$ cat config.mk
export PLATFORM = sky130hd
export DESIGN_NAME = tcmp_top
export DESIGN_NICKNAME = d
export VERILOG_FILES = /design/src/rtl/tcmp_pkg.sv /design/src/rtl/tcmp_top.sv /design/src/rtl/tcmp_out_unit.sv /design/src/rtl/tcmp_match.sv
export VERILOG_INCLUDE_DIRS = /design/src /design/src/rtl
export SDC_FILE = /design/constraint.sdc
export NUM_CORES = 1
export LEC_CHECK = 0
export ABC_AREA = 1
export ABC_CLOCK_PERIOD_IN_PS = 1500
export BUFFER_PORTS_ARGS = -buffer_cell sky130_fd_sc_hd__buf_4
export CELL_PAD_IN_SITES_DETAIL_PLACEMENT = 1
export CELL_PAD_IN_SITES_GLOBAL_PLACEMENT = 1
export CORE_MARGIN = 2
export CORE_UTILIZATION = 30
export DETAILED_ROUTE_END_ITERATION = 8
export PLACE_DENSITY = 0.82
export SETUP_SLACK_MARGIN = 0.05
export SYNTH_ARGS = -nofsm -noshare
export SYNTH_HDL_FRONTEND = slang
export SYNTH_SLANG_ARGS = --single-unit
$ cat constraint.sdc
create_clock -name I_CLK_SYS -period 1.5 [get_ports I_CLK_SYS]
set_input_delay 0.225 -clock I_CLK_SYS [delete_from_list [all_inputs] [get_ports I_CLK_SYS]]
set_output_delay 0.225 -clock I_CLK_SYS [all_outputs]
set_load 0.05 [all_outputs]
$ cat src/rtl/tcmp_map.svh
// Constants for the 16-bit timer compare and waveform output block
`ifndef TCMP_MAP_SVH
`define TCMP_MAP_SVH
`define TCMP_WGM_NORMAL 4'h0
`define TCMP_WGM_CTC_A 4'h4
`define TCMP_WGM_CTC_CAP 4'hC
`define TCMP_COUNT_MAX 16'hFFFF
`define TCMP_COUNT_BOTTOM 16'h0000
`define TCMP_OCS_RESET 1'h0
`define TCMP_ACT_NONE 2'h0
`define TCMP_ACT_TOGGLE 2'h1
`define TCMP_ACT_CLEAR 2'h2
`define TCMP_ACT_SET 2'h3
`endif

$ cat src/rtl/tcmp_pkg.sv
// Types for the 16-bit timer compare and waveform output block
package tcmp_pkg;
	typedef logic [15:0] tcmp_count_t;
	typedef logic [1:0] tcmp_act_t;
	typedef logic [3:0] tcmp_wgm_t;
endpackage

$ cat src/rtl/tcmp_top.sv
// Top of the 16-bit timer: counter, modes, flags and two output channels
// Operation
// - Count write blocks matches next timer cycle
// - Writing count equal compare gives no match
// - Output state survives waveform mode changes
// - New action select applies from next match
// - Action select drives update and pin source
// - Reset clears each output state flop
// - Nonzero select overrides general port value
// - Pin direction stays with port direction bit
// - Action select never touches input capture
// - Select zero leaves output state unchanged
// - Force strobe applies action immediately, non-PWM
// - Counting depends only on waveform mode
// - Select means none, toggle, clear, or set
// - Normal mode increments, wraps max to zero
// - Overflow flag set only when count wraps max to zero
// - Normal mode accepts count writes anytime
// - Clear-on-match clears at compare A/capture
// - Top flag set each time count reaches top
// - Unbuffered top below count wraps via max
// - Toggle at top gives half clock maximum
// - Overflow flag set on max to zero pass
// - Compare flag set one tick after match
// - Forced compare sets no flag, no clear
// - Compare registers unbuffered in these modes
`timescale 1ns/1ps
`include "tcmp_map.svh"
module tcmp_top (
	input wire logic I_CLK_SYS,
	input wire logic I_RSTN,
	input wire logic i_TICK,
	input wire tcmp_pkg::tcmp_wgm_t i_WAVEFORM_MODE_SELECT,
	input wire tcmp_pkg::tcmp_act_t i_OUTPUT_ACTION_SELECT_A,
	input wire tcmp_pkg::tcmp_act_t i_OUTPUT_ACTION_SELECT_B,
	input wire logic i_FORCE_COMPARE_STROBE_A,
	input wire logic i_FORCE_COMPARE_STROBE_B,
	input wire logic i_COUNT_WR,
	input wire tcmp_pkg::tcmp_count_t i_COUNT_WDATA,
	input wire logic i_CMP_A_WR,
	input wire logic i_CMP_B_WR,
	input wire logic i_CAP_WR,
	input wire tcmp_pkg::tcmp_count_t i_REG_WDATA,
	input wire logic i_CAPTURE_EVENT,
	input wire logic i_OVF_CLR,
	input wire logic i_OVF_ACK,
	input wire logic i_CMP_A_CLR,
	input wire logic i_CMP_A_ACK,
	input wire logic i_CMP_B_CLR,
	input wire logic i_CMP_B_ACK,
	input wire logic i_CAP_CLR,
	input wire logic i_CAP_ACK,
	input wire logic i_PORT_VAL_A,
	input wire logic i_PORT_DIR_A,
	input wire logic i_PORT_VAL_B,
	input wire logic i_PORT_DIR_B,
	output tcmp_pkg::tcmp_count_t o_TIMER_COUNT,
	output tcmp_pkg::tcmp_count_t o_COMPARE_VALUE_A,
	output tcmp_pkg::tcmp_count_t o_COMPARE_VALUE_B,
	output tcmp_pkg::tcmp_count_t o_CAPTURE_VALUE,
	output logic o_OVERFLOW_FLAG,
	output logic o_COMPARE_A_FLAG,
	output logic o_COMPARE_B_FLAG,
	output logic o_CAPTURE_FLAG,
	output logic o_COMPARE_OUTPUT_STATE_A,
	output logic o_COMPARE_OUTPUT_STATE_B,
	output logic o_PIN_A_VAL,
	output logic o_PIN_A_OE,
	output logic o_PIN_B_VAL,
	output logic o_PIN_B_OE
);
	import tcmp_pkg::*;

	// Count, compare and capture storage
	tcmp_count_t cnt_q;
	tcmp_count_t cnt_d;
	tcmp_count_t cmpa_q;
	tcmp_count_t cmpb_q;
	tcmp_count_t cap_q;

	// Flags and match pendings
	logic ovf_q;
	logic ocfa_q;
	logic ocfb_q;
	logic icf_q;
	logic pend_a_q;
	logic pend_b_q;
	logic pend_top_q;

	// Decoded conditions
	logic match_a;
	logic match_b;
	logic mode_ctc_a;
	logic mode_ctc_cap;
	logic non_pwm;
	logic at_top;
	logic wrap;
	logic mode_ctc;
	logic match_top;
	tcmp_count_t top_val;
	tcmp_count_t cnt_inc;
	logic ovf_set;
	logic icf_set;
	logic icf_clr;
	logic ocfa_set;
	logic ocfb_set;

	// Flag update: hardware set wins over any clear in the same cycle
	function automatic logic flag_next(input logic cur, input logic set, input logic clr);
		flag_next = set | (cur & ~clr);
	endfunction

	// Mode compare; the counting sequence hangs on this field alone
	function automatic logic mode_is(input tcmp_wgm_t m, input tcmp_wgm_t code);
		mode_is = (m == code);
	endfunction

	// Mode decode from the waveform mode field alone
	assign mode_ctc_a = mode_is(i_WAVEFORM_MODE_SELECT, `TCMP_WGM_CTC_A);
	assign mode_ctc_cap = mode_is(i_WAVEFORM_MODE_SELECT, `TCMP_WGM_CTC_CAP);
	assign mode_ctc = mode_ctc_a | mode_ctc_cap;
	// Only the three implemented modes allow a forced compare
	assign non_pwm = mode_is(i_WAVEFORM_MODE_SELECT, `TCMP_WGM_NORMAL) | mode_ctc;

	// Top value follows the mode: compare A in mode 4, capture value in mode C
	assign top_val = mode_ctc_cap ? cap_q : cmpa_q;

	// Top reached in a clear-on-match mode; a count write blocks it like a match.
	// A top below the live count is simply missed, so the count runs on to max.
	assign at_top = mode_ctc & match_top;
	assign wrap = i_TICK & (cnt_q == `TCMP_COUNT_MAX);

	// Plain increment, wrapping from max to zero by its own width
	assign cnt_inc = cnt_q + 16'h0001;

	// Next count: clear on top in clear-on-match modes, else plain increment
	always_comb begin
		cnt_d = cnt_q;
		if (i_TICK) begin
			if (at_top) begin
				cnt_d = `TCMP_COUNT_BOTTOM;
			end else begin
				cnt_d = cnt_inc;
			end
		end
	end

	// Counter register; a software write always takes priority.
	// A tick lost to a write is covered by the blocking window that follows,
	// so the written value is never compared in the cycle it lands.
	always_ff @(posedge I_CLK_SYS or negedge I_RSTN) begin
		if (!I_RSTN) begin
			cnt_q <= `TCMP_COUNT_BOTTOM;
		end else if (i_COUNT_WR) begin
			cnt_q <= i_COUNT_WDATA;
		end else begin
			cnt_q <= cnt_d;
		end
	end

	// Compare register A written directly, no buffering
	always_ff @(posedge I_CLK_SYS or negedge I_RSTN) begin
		if (!I_RSTN) begin
			cmpa_q <= 16'h0000;
		end else if (i_CMP_A_WR) begin
			cmpa_q <= i_REG_WDATA;
		end
	end

	// Compare register B written directly, no buffering
	always_ff @(posedge I_CLK_SYS or negedge I_RSTN) begin
		if (!I_RSTN) begin
			cmpb_q <= 16'h0000;
		end else if (i_CMP_B_WR) begin
			cmpb_q <= i_REG_WDATA;
		end
	end

	// Capture register: software load or capture of the live count.
	// In mode C it holds top, so capture events must not disturb it.
	always_ff @(posedge I_CLK_SYS or negedge I_RSTN) begin
		if (!I_RSTN) begin
			cap_q <= 16'h0000;
		end else if (i_CAP_WR) begin
			cap_q <= i_REG_WDATA;
		end else if (i_CAPTURE_EVENT & ~mode_ctc_cap) begin
			cap_q <= cnt_q;
		end
	end

	// Comparators with match blocking after count writes
	tcmp_match u_match_a (
		.i_clk(I_CLK_SYS),
		.i_rstn(I_RSTN),
		.i_tick(i_TICK),
		.i_cnt_wr(i_COUNT_WR),
		.i_count(cnt_q),
		.i_cmp(cmpa_q),
		.o_match(match_a)
	);
	tcmp_match u_match_b (
		.i_clk(I_CLK_SYS),
		.i_rstn(I_RSTN),
		.i_tick(i_TICK),
		.i_cnt_wr(i_COUNT_WR),
		.i_count(cnt_q),
		.i_cmp(cmpb_q),
		.o_match(match_b)
	);

	// Top comparator: a count write blocks the clear exactly as it blocks a match
	tcmp_match u_match_top (
		.i_clk(I_CLK_SYS),
		.i_rstn(I_RSTN),
		.i_tick(i_TICK),
		.i_cnt_wr(i_COUNT_WR),
		.i_count(cnt_q),
		.i_cmp(top_val),
		.o_match(match_top)
	);

	// Match A pending: the flag follows one tick after the match.
	// A tick with no new match drops it; a match on that tick re-arms it.
	always_ff @(posedge I_CLK_SYS or negedge I_RSTN) begin
		if (!I_RSTN) begin
			pend_a_q <= 1'b0;
		end else if (match_a) begin
			pend_a_q <= 1'b1;
		end else if (i_TICK) begin
			pend_a_q <= 1'b0;
		end
	end

	// Match B pending, same timing as channel A
	always_ff @(posedge I_CLK_SYS or negedge I_RSTN) begin
		if (!I_RSTN) begin
			pend_b_q <= 1'b0;
		end else if (match_b) begin
			pend_b_q <= 1'b1;
		end else if (i_TICK) begin
			pend_b_q <= 1'b0;
		end
	end

	// Top pending in capture-top mode; feeds the capture flag a tick later
	always_ff @(posedge I_CLK_SYS or negedge I_RSTN) begin
		if (!I_RSTN) begin
			pend_top_q <= 1'b0;
		end else if (at_top & mode_ctc_cap) begin
			pend_top_q <= 1'b1;
		end else if (i_TICK) begin
			pend_top_q <= 1'b0;
		end
	end

	// Flag set terms: a pending match lands on the next tick; force has no path here
	assign ocfa_set = pend_a_q & i_TICK;
	assign ocfb_set = pend_b_q & i_TICK;
	assign icf_set = (pend_top_q & i_TICK) | (i_CAPTURE_EVENT & ~mode_ctc_cap);
	assign icf_clr = i_CAP_CLR | i_CAP_ACK;
	assign ovf_set = wrap & ~i_COUNT_WR;

	// Compare flag A, set only by real matches
	always_ff @(posedge I_CLK_SYS or negedge I_RSTN) begin
		if (!I_RSTN) begin
			ocfa_q <= 1'b0;
		end else begin
			ocfa_q <= flag_next(ocfa_q, ocfa_set, i_CMP_A_CLR | i_CMP_A_ACK);
		end
	end

	// Compare flag B, set only by real matches
	always_ff @(posedge I_CLK_SYS or negedge I_RSTN) begin
		if (!I_RSTN) begin
			ocfb_q <= 1'b0;
		end else begin
			ocfb_q <= flag_next(ocfb_q, ocfb_set, i_CMP_B_CLR | i_CMP_B_ACK);
		end
	end

	// Capture flag: top in capture-top mode, or capture event otherwise
	always_ff @(posedge I_CLK_SYS or negedge I_RSTN) begin
		if (!I_RSTN) begin
			icf_q <= 1'b0;
		end else begin
			icf_q <= flag_next(icf_q, icf_set, icf_clr);
		end
	end

	// Overflow flag set as the count passes max to zero
	always_ff @(posedge I_CLK_SYS or negedge I_RSTN) begin
		if (!I_RSTN) begin
			ovf_q <= 1'b0;
		end else begin
			ovf_q <= flag_next(ovf_q, ovf_set, i_OVF_CLR | i_OVF_ACK);
		end
	end

	// Output channels; select bits only steer outputs
	tcmp_out_unit u_out_a (
		.i_clk(I_CLK_SYS),
		.i_rstn(I_RSTN),
		.i_act(i_OUTPUT_ACTION_SELECT_A),
		.i_match(match_a),
		.i_force(i_FORCE_COMPARE_STROBE_A),
		.i_non_pwm(non_pwm),
		.i_port_val(i_PORT_VAL_A),
		.i_port_dir(i_PORT_DIR_A),
		.o_state(o_COMPARE_OUTPUT_STATE_A),
		.o_pin_val(o_PIN_A_VAL),
		.o_pin_oe(o_PIN_A_OE)
	);

	// Channel B mirrors channel A with its own select, force and port bits
	tcmp_out_unit u_out_b (
		.i_clk(I_CLK_SYS),
		.i_rstn(I_RSTN),
		.i_act(i_OUTPUT_ACTION_SELECT_B),
		.i_match(match_b),
		.i_force(i_FORCE_COMPARE_STROBE_B),
		.i_non_pwm(non_pwm),
		.i_port_val(i_PORT_VAL_B),
		.i_port_dir(i_PORT_DIR_B),
		.o_state(o_COMPARE_OUTPUT_STATE_B),
		.o_pin_val(o_PIN_B_VAL),
		.o_pin_oe(o_PIN_B_OE)
	);

	// Register views
	assign o_TIMER_COUNT = cnt_q;
	assign o_COMPARE_VALUE_A = cmpa_q;
	assign o_COMPARE_VALUE_B = cmpb_q;
	assign o_CAPTURE_VALUE = cap_q;

	// Flag views
	assign o_OVERFLOW_FLAG = ovf_q;
	assign o_COMPARE_A_FLAG = ocfa_q;
	assign o_COMPARE_B_FLAG = ocfb_q;
	assign o_CAPTURE_FLAG = icf_q;
endmodule

$ cat src/rtl/tcmp_out_unit.sv
// One compare output channel: output state flop and pin override
`timescale 1ns/1ps
`include "tcmp_map.svh"
module tcmp_out_unit (
	input wire logic i_clk,
	input wire logic i_rstn,
	input wire tcmp_pkg::tcmp_act_t i_act,
	input wire logic i_match,
	input wire logic i_force,
	input wire logic i_non_pwm,
	input wire logic i_port_val,
	input wire logic i_port_dir,
	output logic o_state,
	output logic o_pin_val,
	output logic o_pin_oe
);
	import tcmp_pkg::*;
	logic state_q;
	logic apply;

	// Apply the action on a real match or on a force in non-PWM modes
	assign apply = i_match | (i_force & i_non_pwm);

	// Output state flop; mode changes never touch it
	always_ff @(posedge i_clk or negedge i_rstn) begin
		if (!i_rstn) begin
			state_q <= `TCMP_OCS_RESET;
		end else if (apply) begin
			unique case (i_act)
				`TCMP_ACT_NONE: state_q <= state_q;
				`TCMP_ACT_TOGGLE: state_q <= ~state_q;
				`TCMP_ACT_CLEAR: state_q <= 1'b0;
				`TCMP_ACT_SET: state_q <= 1'b1;
			endcase
		end
	end

	assign o_state = state_q;
	// Override port data when any select bit is set; direction stays with port
	assign o_pin_val = (|i_act) ? state_q : i_port_val;
	assign o_pin_oe = i_port_dir;
endmodule

$ cat src/rtl/tcmp_match.sv
// Compare with blocking window after a software count write
`timescale 1ns/1ps
module tcmp_match (
	input wire logic i_clk,
	input wire logic i_rstn,
	input wire logic i_tick,
	input wire logic i_cnt_wr,
	input wire tcmp_pkg::tcmp_count_t i_count,
	input wire tcmp_pkg::tcmp_count_t i_cmp,
	output logic o_match
);
	import tcmp_pkg::*;
	logic block_q;

	// Block stays armed from a count write until the next timer tick consumes it
	always_ff @(posedge i_clk or negedge i_rstn) begin
		if (!i_rstn) begin
			block_q <= 1'b0;
		end else if (i_cnt_wr) begin
			block_q <= 1'b1;
		end else if (i_tick) begin
			block_q <= 1'b0;
		end
	end

	// Match qualified by tick, suppressed in the blocked cycle
	assign o_match = i_tick & (i_count == i_cmp) & ~block_q & ~i_cnt_wr;
endmodule

==> results of run 1 <==
[critical path, delay by kind of cell, from the launching register on]
| family | cells | cell delay [ns] |
|---|---|---|
| flip-flops | 1 | 0.47 |
| XOR/XNOR | 1 | 0.17 |
| buffers and inverters | 1 | 0.16 |
| AND/OR/NAND/NOR | 8 | 0.88 |
[sequential cells by signal (all words and copies together), names as in the netlist, 16 cells and up]
register	flops
o_COMPARE_VALUE_A	16
o_TIMER_COUNT	16
o_COMPARE_VALUE_B	16
o_CAPTURE_VALUE	16
[cell type report]
class                      count  area share
multi-input combinational    447      0.3525
tap                          184     0.03243
clock buffer                  15     0.03631
inverter                      69     0.03719
sequential                    74      0.2641
timing repair buffer         245      0.2775
[what timing repair did]
action | CTS | global route
hold buffers | 1 | 0
pin swaps | 26 | 19
endpoints found under the hold margin | 22 | 0
setup endpoints to repair | 22 | 22
gates cloned | 1 | 0
resized for setup | 41 | 21
buffers inserted | 4 | 3
[cell families (layout without fill, tap and decap cells)]
logic type | count (synthesis) | count (layout) | synth area share
buffers and inverters | 105 | 329 | 0.09807
flip-flops | 74 | 74 | 0.4077
adder cells (fa/ha/maj) | 1 | 1 | 0.002754
multiplexers | 13 | 13 | 0.03223
AO/OA/AOI/OAI | 83 | 83 | 0.1099
AND/OR/NAND/NOR | 326 | 327 | 0.3050
XOR/XNOR | 23 | 23 | 0.04435
[metal layers]
layer,global-route usage,wire length (um)
met1,0.2900,7539
met2,0.3884,8839
met3,0.05402,1129
met4,0.05430,198
met5,0,0
[cells in the final DEF (no fill, tap or decap), types with 2 or more instances in the layout]
cell type,instances
nand3_1,50
nand4_1,6
nor2_1,39
nand2_4,7
inv_1,66
mux2_2,13
dfrtp_1,58
inv_2,2
o21ai_2,2
nand3_2,7
nor3_1,6
o21ai_0,37
xor2_1,12
a22oi_1,16
nand2_2,20
dfrtp_2,15
o211ai_1,13
and3_1,2
clkbuf_16,9
o21ai_1,2
nor2_4,6
a31oi_1,3
xnor2_2,2
nand2_1,176
xnor2_1,8
buf_6,4
nor2_2,3
a21oi_1,7
buf_4,231
clkbuf_1,5
buf_12,9
[per-stage QoR]
step	TNS, ns	area, um2	util	total power [mW]
2_1_floorplan	-2.627	4648	-	3.954
3_3_place_gp	-7.096	6511	0.4446	5.072
3_5_place_dp	-7.728	6511	0.4446	5.130
4_1_cts	-4.632	6990	0.4774	7.243
5_1_grt	-7.248	7098	0.4847	7.593
6_report	-5.495	7098	0.4847	7.221
[final timing paths]
| check | cells past startpoint | to | start |
|---|---|---|---|
| setup reg to reg | 10 | o_TIMER_COUNT[12] | o_TIMER_COUNT[0] |
| min in group asynchronous | 2 | o_TIMER_COUNT[9] | I_RSTN |
| max in group asynchronous | 3 | o_TIMER_COUNT[3] | I_RSTN |
| hold / removal | 3 | o_COMPARE_VALUE_A[0] | i_REG_WDATA[0] |
| setup / recovery | 10 | o_TIMER_COUNT[12] | o_TIMER_COUNT[0] |
| hold reg to reg | 2 | pend_a_q | pend_a_q |
[where the power goes]
group / internal, mW / switching, mW / total [mW] / leakage [nW]
logic: 1.10 / 1.67 / 2.77 / 2.63
clock network: 1.16 / 0.816 / 1.98 / 0.124
registers: 2.21 / 0.267 / 2.47 / 0.880
==> results.yml, run 1 <==
drt:
  drc_errors: 0
  antenna_left: 0
  routedWlPerCell_um: 17.12
  vias: 5111
  avgViaCountPerCell: 4.943
  routed_wl_um: 17710
  dr.pass1.iters: 4
  drtIter0Drc: 251
placement:
  gp_congestion: 0.8929
  pre_cts_ws_ns: -0.4825
  hpwlAfterDp_um: 13480
  dp_cells: 1010
  io_buffer_count: 131
sta:
  finalMaxSlewViolations: 0
  fin_skew_ns: 0.005908
  fmax_mhz: 556.5
  max_slew_margin: 0.2796
  holdWs_ns: 0.1091
  final_hold_viol_count: 0
  tightest_slew_ns: 1.077
  min_period_ns: 1.797
  fin_ws_ns: -0.2970
  finalCritPeriodShare: 1.198
  finalSetupViolCount: 22
  rsz0062_at_grt: "yes"
finish:
  syn_to_final_growth_pct: 56.28
  layout-drive-gt1-share: 0.4000
  diodes: 0
  final_cells: 1034
  final-seq-area_um2: 1874
  nets: 909
  multiInputGateArea_um2: 2502
  fillerInstances: 1814
worst_setup_path:
  slowest_delay_ns: 0.47
  worstPathCellList: "buf_12, xor2_4, nor2_4, nand2_1, nand2_2, nand3_2, nor2_4, nand2_4, nand2_1, nand2_1"
  arrival_ns: 2.03
  end_kind: "register"
  required_ns: 1.73
  cp_max_fo: 8
  cp_common_cell: "nand2_1"
  cp_slowest_cell: "dfrtp_2"
  critical_path_class: "reg2reg"
  worst-r2r-setup-slack_ns: -0.30
  crit_path_start_kind: "register"
outcome:
  status: "finished with violations"
  violations: "negative setup slack"
synth:
  async_flop_share: 1.000
  syn_inst: 625
  synth_cell_type_count: 35
  synth_top_area_cell: "dfrtp_1"
  ys_ff_latch: 74
  syn_area_um2: 4542
  synth_top_area_frac: 0.4077
  synth-edff-count: 0
  syn_area_per_cell_um2: 7.267
  yosysMostFrequentCell: "nand2_1"
  ys.flop_type: "dfrtp_1"
  yosys-top-cells-count: "199 x nand2_1, 74 x dfrtp_1, 68 x inv_1, 54 x nand3_1, 44 x nor2_1"
  syn_nets: 688
  synth_warnings: 0
  seq_area_frac_synth: 0.4077
  synth.top_cells.by_area: "dfrtp_1 41%, nand2_1 16%, nand3_1 6.0%, inv_1 5.6%, o21ai_0 4.4%"
floorplan:
  die_width_um: 127.0
  start_util: 0.3102
  core_area_um2: 14640
  rows: 44
  io_pins: 136
  die_h_um: 127.0
  dieArea_um2: 16140
cts:
  cts_sinks: 74
  clk_latency_ns: 0.35
  clkTransAtPathRegs_ns: 0.06
  numCtsBuffers: 9
  htree_levels: 3
  cts_tree: "built"
  clock_path_buffers: 2
  cts_root_buf: "clkbuf_16"
global_routing:
  grt_pass1_wl_um: 28640
  antenna_found_initial: 0
  track_usage: 0.2265
  grt_start_max_net_pins: 31
  grt_overflow: 0
  grt_pass1_vias: 5518
pwr:
  p_leak_nw: 3.634
  ir_drop_mv: 0.6587
  power_density_nw_per_um2: 1017
job:
  drv_cap: 0
hold_path:
  worstHoldPathType: "in2reg"
(Power assumes the default switching activity.)
==> run 2, diff against run 1 <==
Settings changed: GPL_ROUTABILITY_DRIVEN set to 0, HOLD_SLACK_MARGIN set to 0.12.
==> results.yml, run 2 (synthesis gave the netlist of run 1 again) <==
pwr:
  ir_drop_mv: 0.6602
  p_leak_nw: 3.719
  pwr-share-clk: 0.272
  seqPwrFrac: 0.340
  p_sw_frac: 0.3814
  p_int_mw: 4.500
  combPwrFrac: 0.387
  power_mw: 7.275
  switchingPower_mw: 2.775
  power_density_nw_per_um2: 997.8
sta:
  fmax_mhz: 557.7
  rsz0062_at_grt: "yes"
  finalMaxSlewViolations: 0
  finalCritPeriodShare: 1.195
  final_hold_viol_count: 0
  holdWs_ns: 0.1208
  fin_ws_ns: -0.2930
  min_period_ns: 1.793
  fin_skew_ns: 0.006660
  finalSetupTns_ns: -5.391
  max_slew_margin: 0.2659
  finalSetupViolCount: 22
  tightest_slew_ns: 1.097
placement:
  dpl_cell_area_um2: 6511
  hpwlAfterDp_um: 13480
  io_buffer_count: 131
  pre_cts_ws_ns: -0.4825
  dp_cells: 1010
cts:
  cts_sinks: 74
  htree_levels: 3
  cts_root_buf: "clkbuf_16"
  clock_path_buffers: 2
  clk_latency_ns: 0.35
  numCtsBuffers: 9
  clkTransAtPathRegs_ns: 0.06
  cts_tree: "built"
floorplan:
  start_util: 0.3102
  core_area_um2: 14640
  dieArea_um2: 16140
  die_h_um: 127.0
  rows: 44
  die_width_um: 127.0
  io_pins: 136
outcome:
  status: "finished with violations"
  violations: "negative setup slack"
worst_setup_path:
  worstPathCellList: "buf_12, xor2_4, nor2_4, nand2_1, nand2_2, nand3_2, nor2_4, nand2_4, nand2_1, nand2_1"
  cp_common_cell: "nand2_1"
  arrival_ns: 2.03
  end_kind: "register"
  cp_max_fo: 8
  critical_path_class: "reg2reg"
  cp_slowest_cell: "dfrtp_2"
  crit_path_start_kind: "register"
  slowest_delay_ns: 0.47
  required_ns: 1.73
finish:
  layout-drive-gt1-share: 0.3913
  diodes: 0
  nets: 928
  fin_area_um2: 7291
  final_cells: 1053
  finalCoreUtilization: 0.4979
  syn_to_final_growth_pct: 60.52
  mostFrequentLayoutCell: "buf_4"
  mostFrequentLayoutCells: "231 x buf_4, 176 x nand2_1, 66 x inv_1"
drt:
  drtIter0Drc: 225
  avgViaCountPerCell: 4.928
  vias: 5189
  antenna_left: 0
  routed_wl_um: 17940
  routedWlPerCell_um: 17.04
  drc_errors: 0
  dr.pass1.iters: 4
global_routing:
  grt_start_max_net_pins: 31
  grt_pass1_vias: 5614
  grt_overflow: 0
  grt_pass1_wl_um: 29040
  track_usage: 0.2293
  antenna_found_initial: 0
job:
  drv_cap: 0
hold_path:
  worstHoldPathType: "in2reg"
[run 2: worst paths after layout]
check,startpoint,slack [ns],depth (start not counted),end
setup / recovery,o_TIMER_COUNT[0],-0.29,10,o_TIMER_COUNT[12]
hold / removal,i_COUNT_WDATA[9],0.12,3,o_TIMER_COUNT[9]
setup reg to reg,o_TIMER_COUNT[0],-0.29,10,o_TIMER_COUNT[12]
hold reg to reg,pend_b_q,0.50,2,pend_b_q
max in group asynchronous,I_RSTN,0.62,3,o_TIMER_COUNT[3]
min in group asynchronous,I_RSTN,0.33,2,o_TIMER_COUNT[9]
[run 2: cell type report]
| type | count | area, um2 |
|---|---|---|
| well taps | 184 | 230.2 |
| inverters | 69 | 264.0 |
| repair buffers | 264 | 2162 |
| flip-flops and latches | 74 | 1874 |
| fillers | 1802 | 7353 |
| multi-input cells | 447 | 2502 |
| clock buffers | 15 | 257.7 |
[run 2: power groups by stage]
stage                     Combinational [mW]  Clock [mW]  Sequential, mW
final                                   2.82        1.98            2.47
after global routing                    3.03        2.10            2.50
after CTS                               2.79        2.02            2.47
after detailed placement                2.63           0            2.50
after global placement                  2.58           0            2.50
after floorplan                        0.859           0            3.09
[run 2: timing repair]
action | CTS | global route
endpoints found under the hold margin | 43 | 0
hold buffers | 20 | 0
resized for setup | 41 | 22
gates cloned | 1 | 0
pin swaps | 26 | 19
setup buffers | 4 | 3
endpoints found under the setup margin | 22 | 22
[run 2: layer usage]
metal  vias up  global-route usage  wire (um)
met3        17             0.05402       1027
li1       2484                   -          -
met1      2548              0.2926       7768
met5         -                   0          0
met4         0             0.05559        221
met2       140              0.3944       8922
[run 2: critical path, delay by kind of cell (launching register included)]
kind / cells / cell delay (ns)
XOR/XNOR: 1 / 0.17
buffers and inverters: 1 / 0.16
flip-flops: 1 / 0.47
AND/OR/NAND/NOR: 8 / 0.87
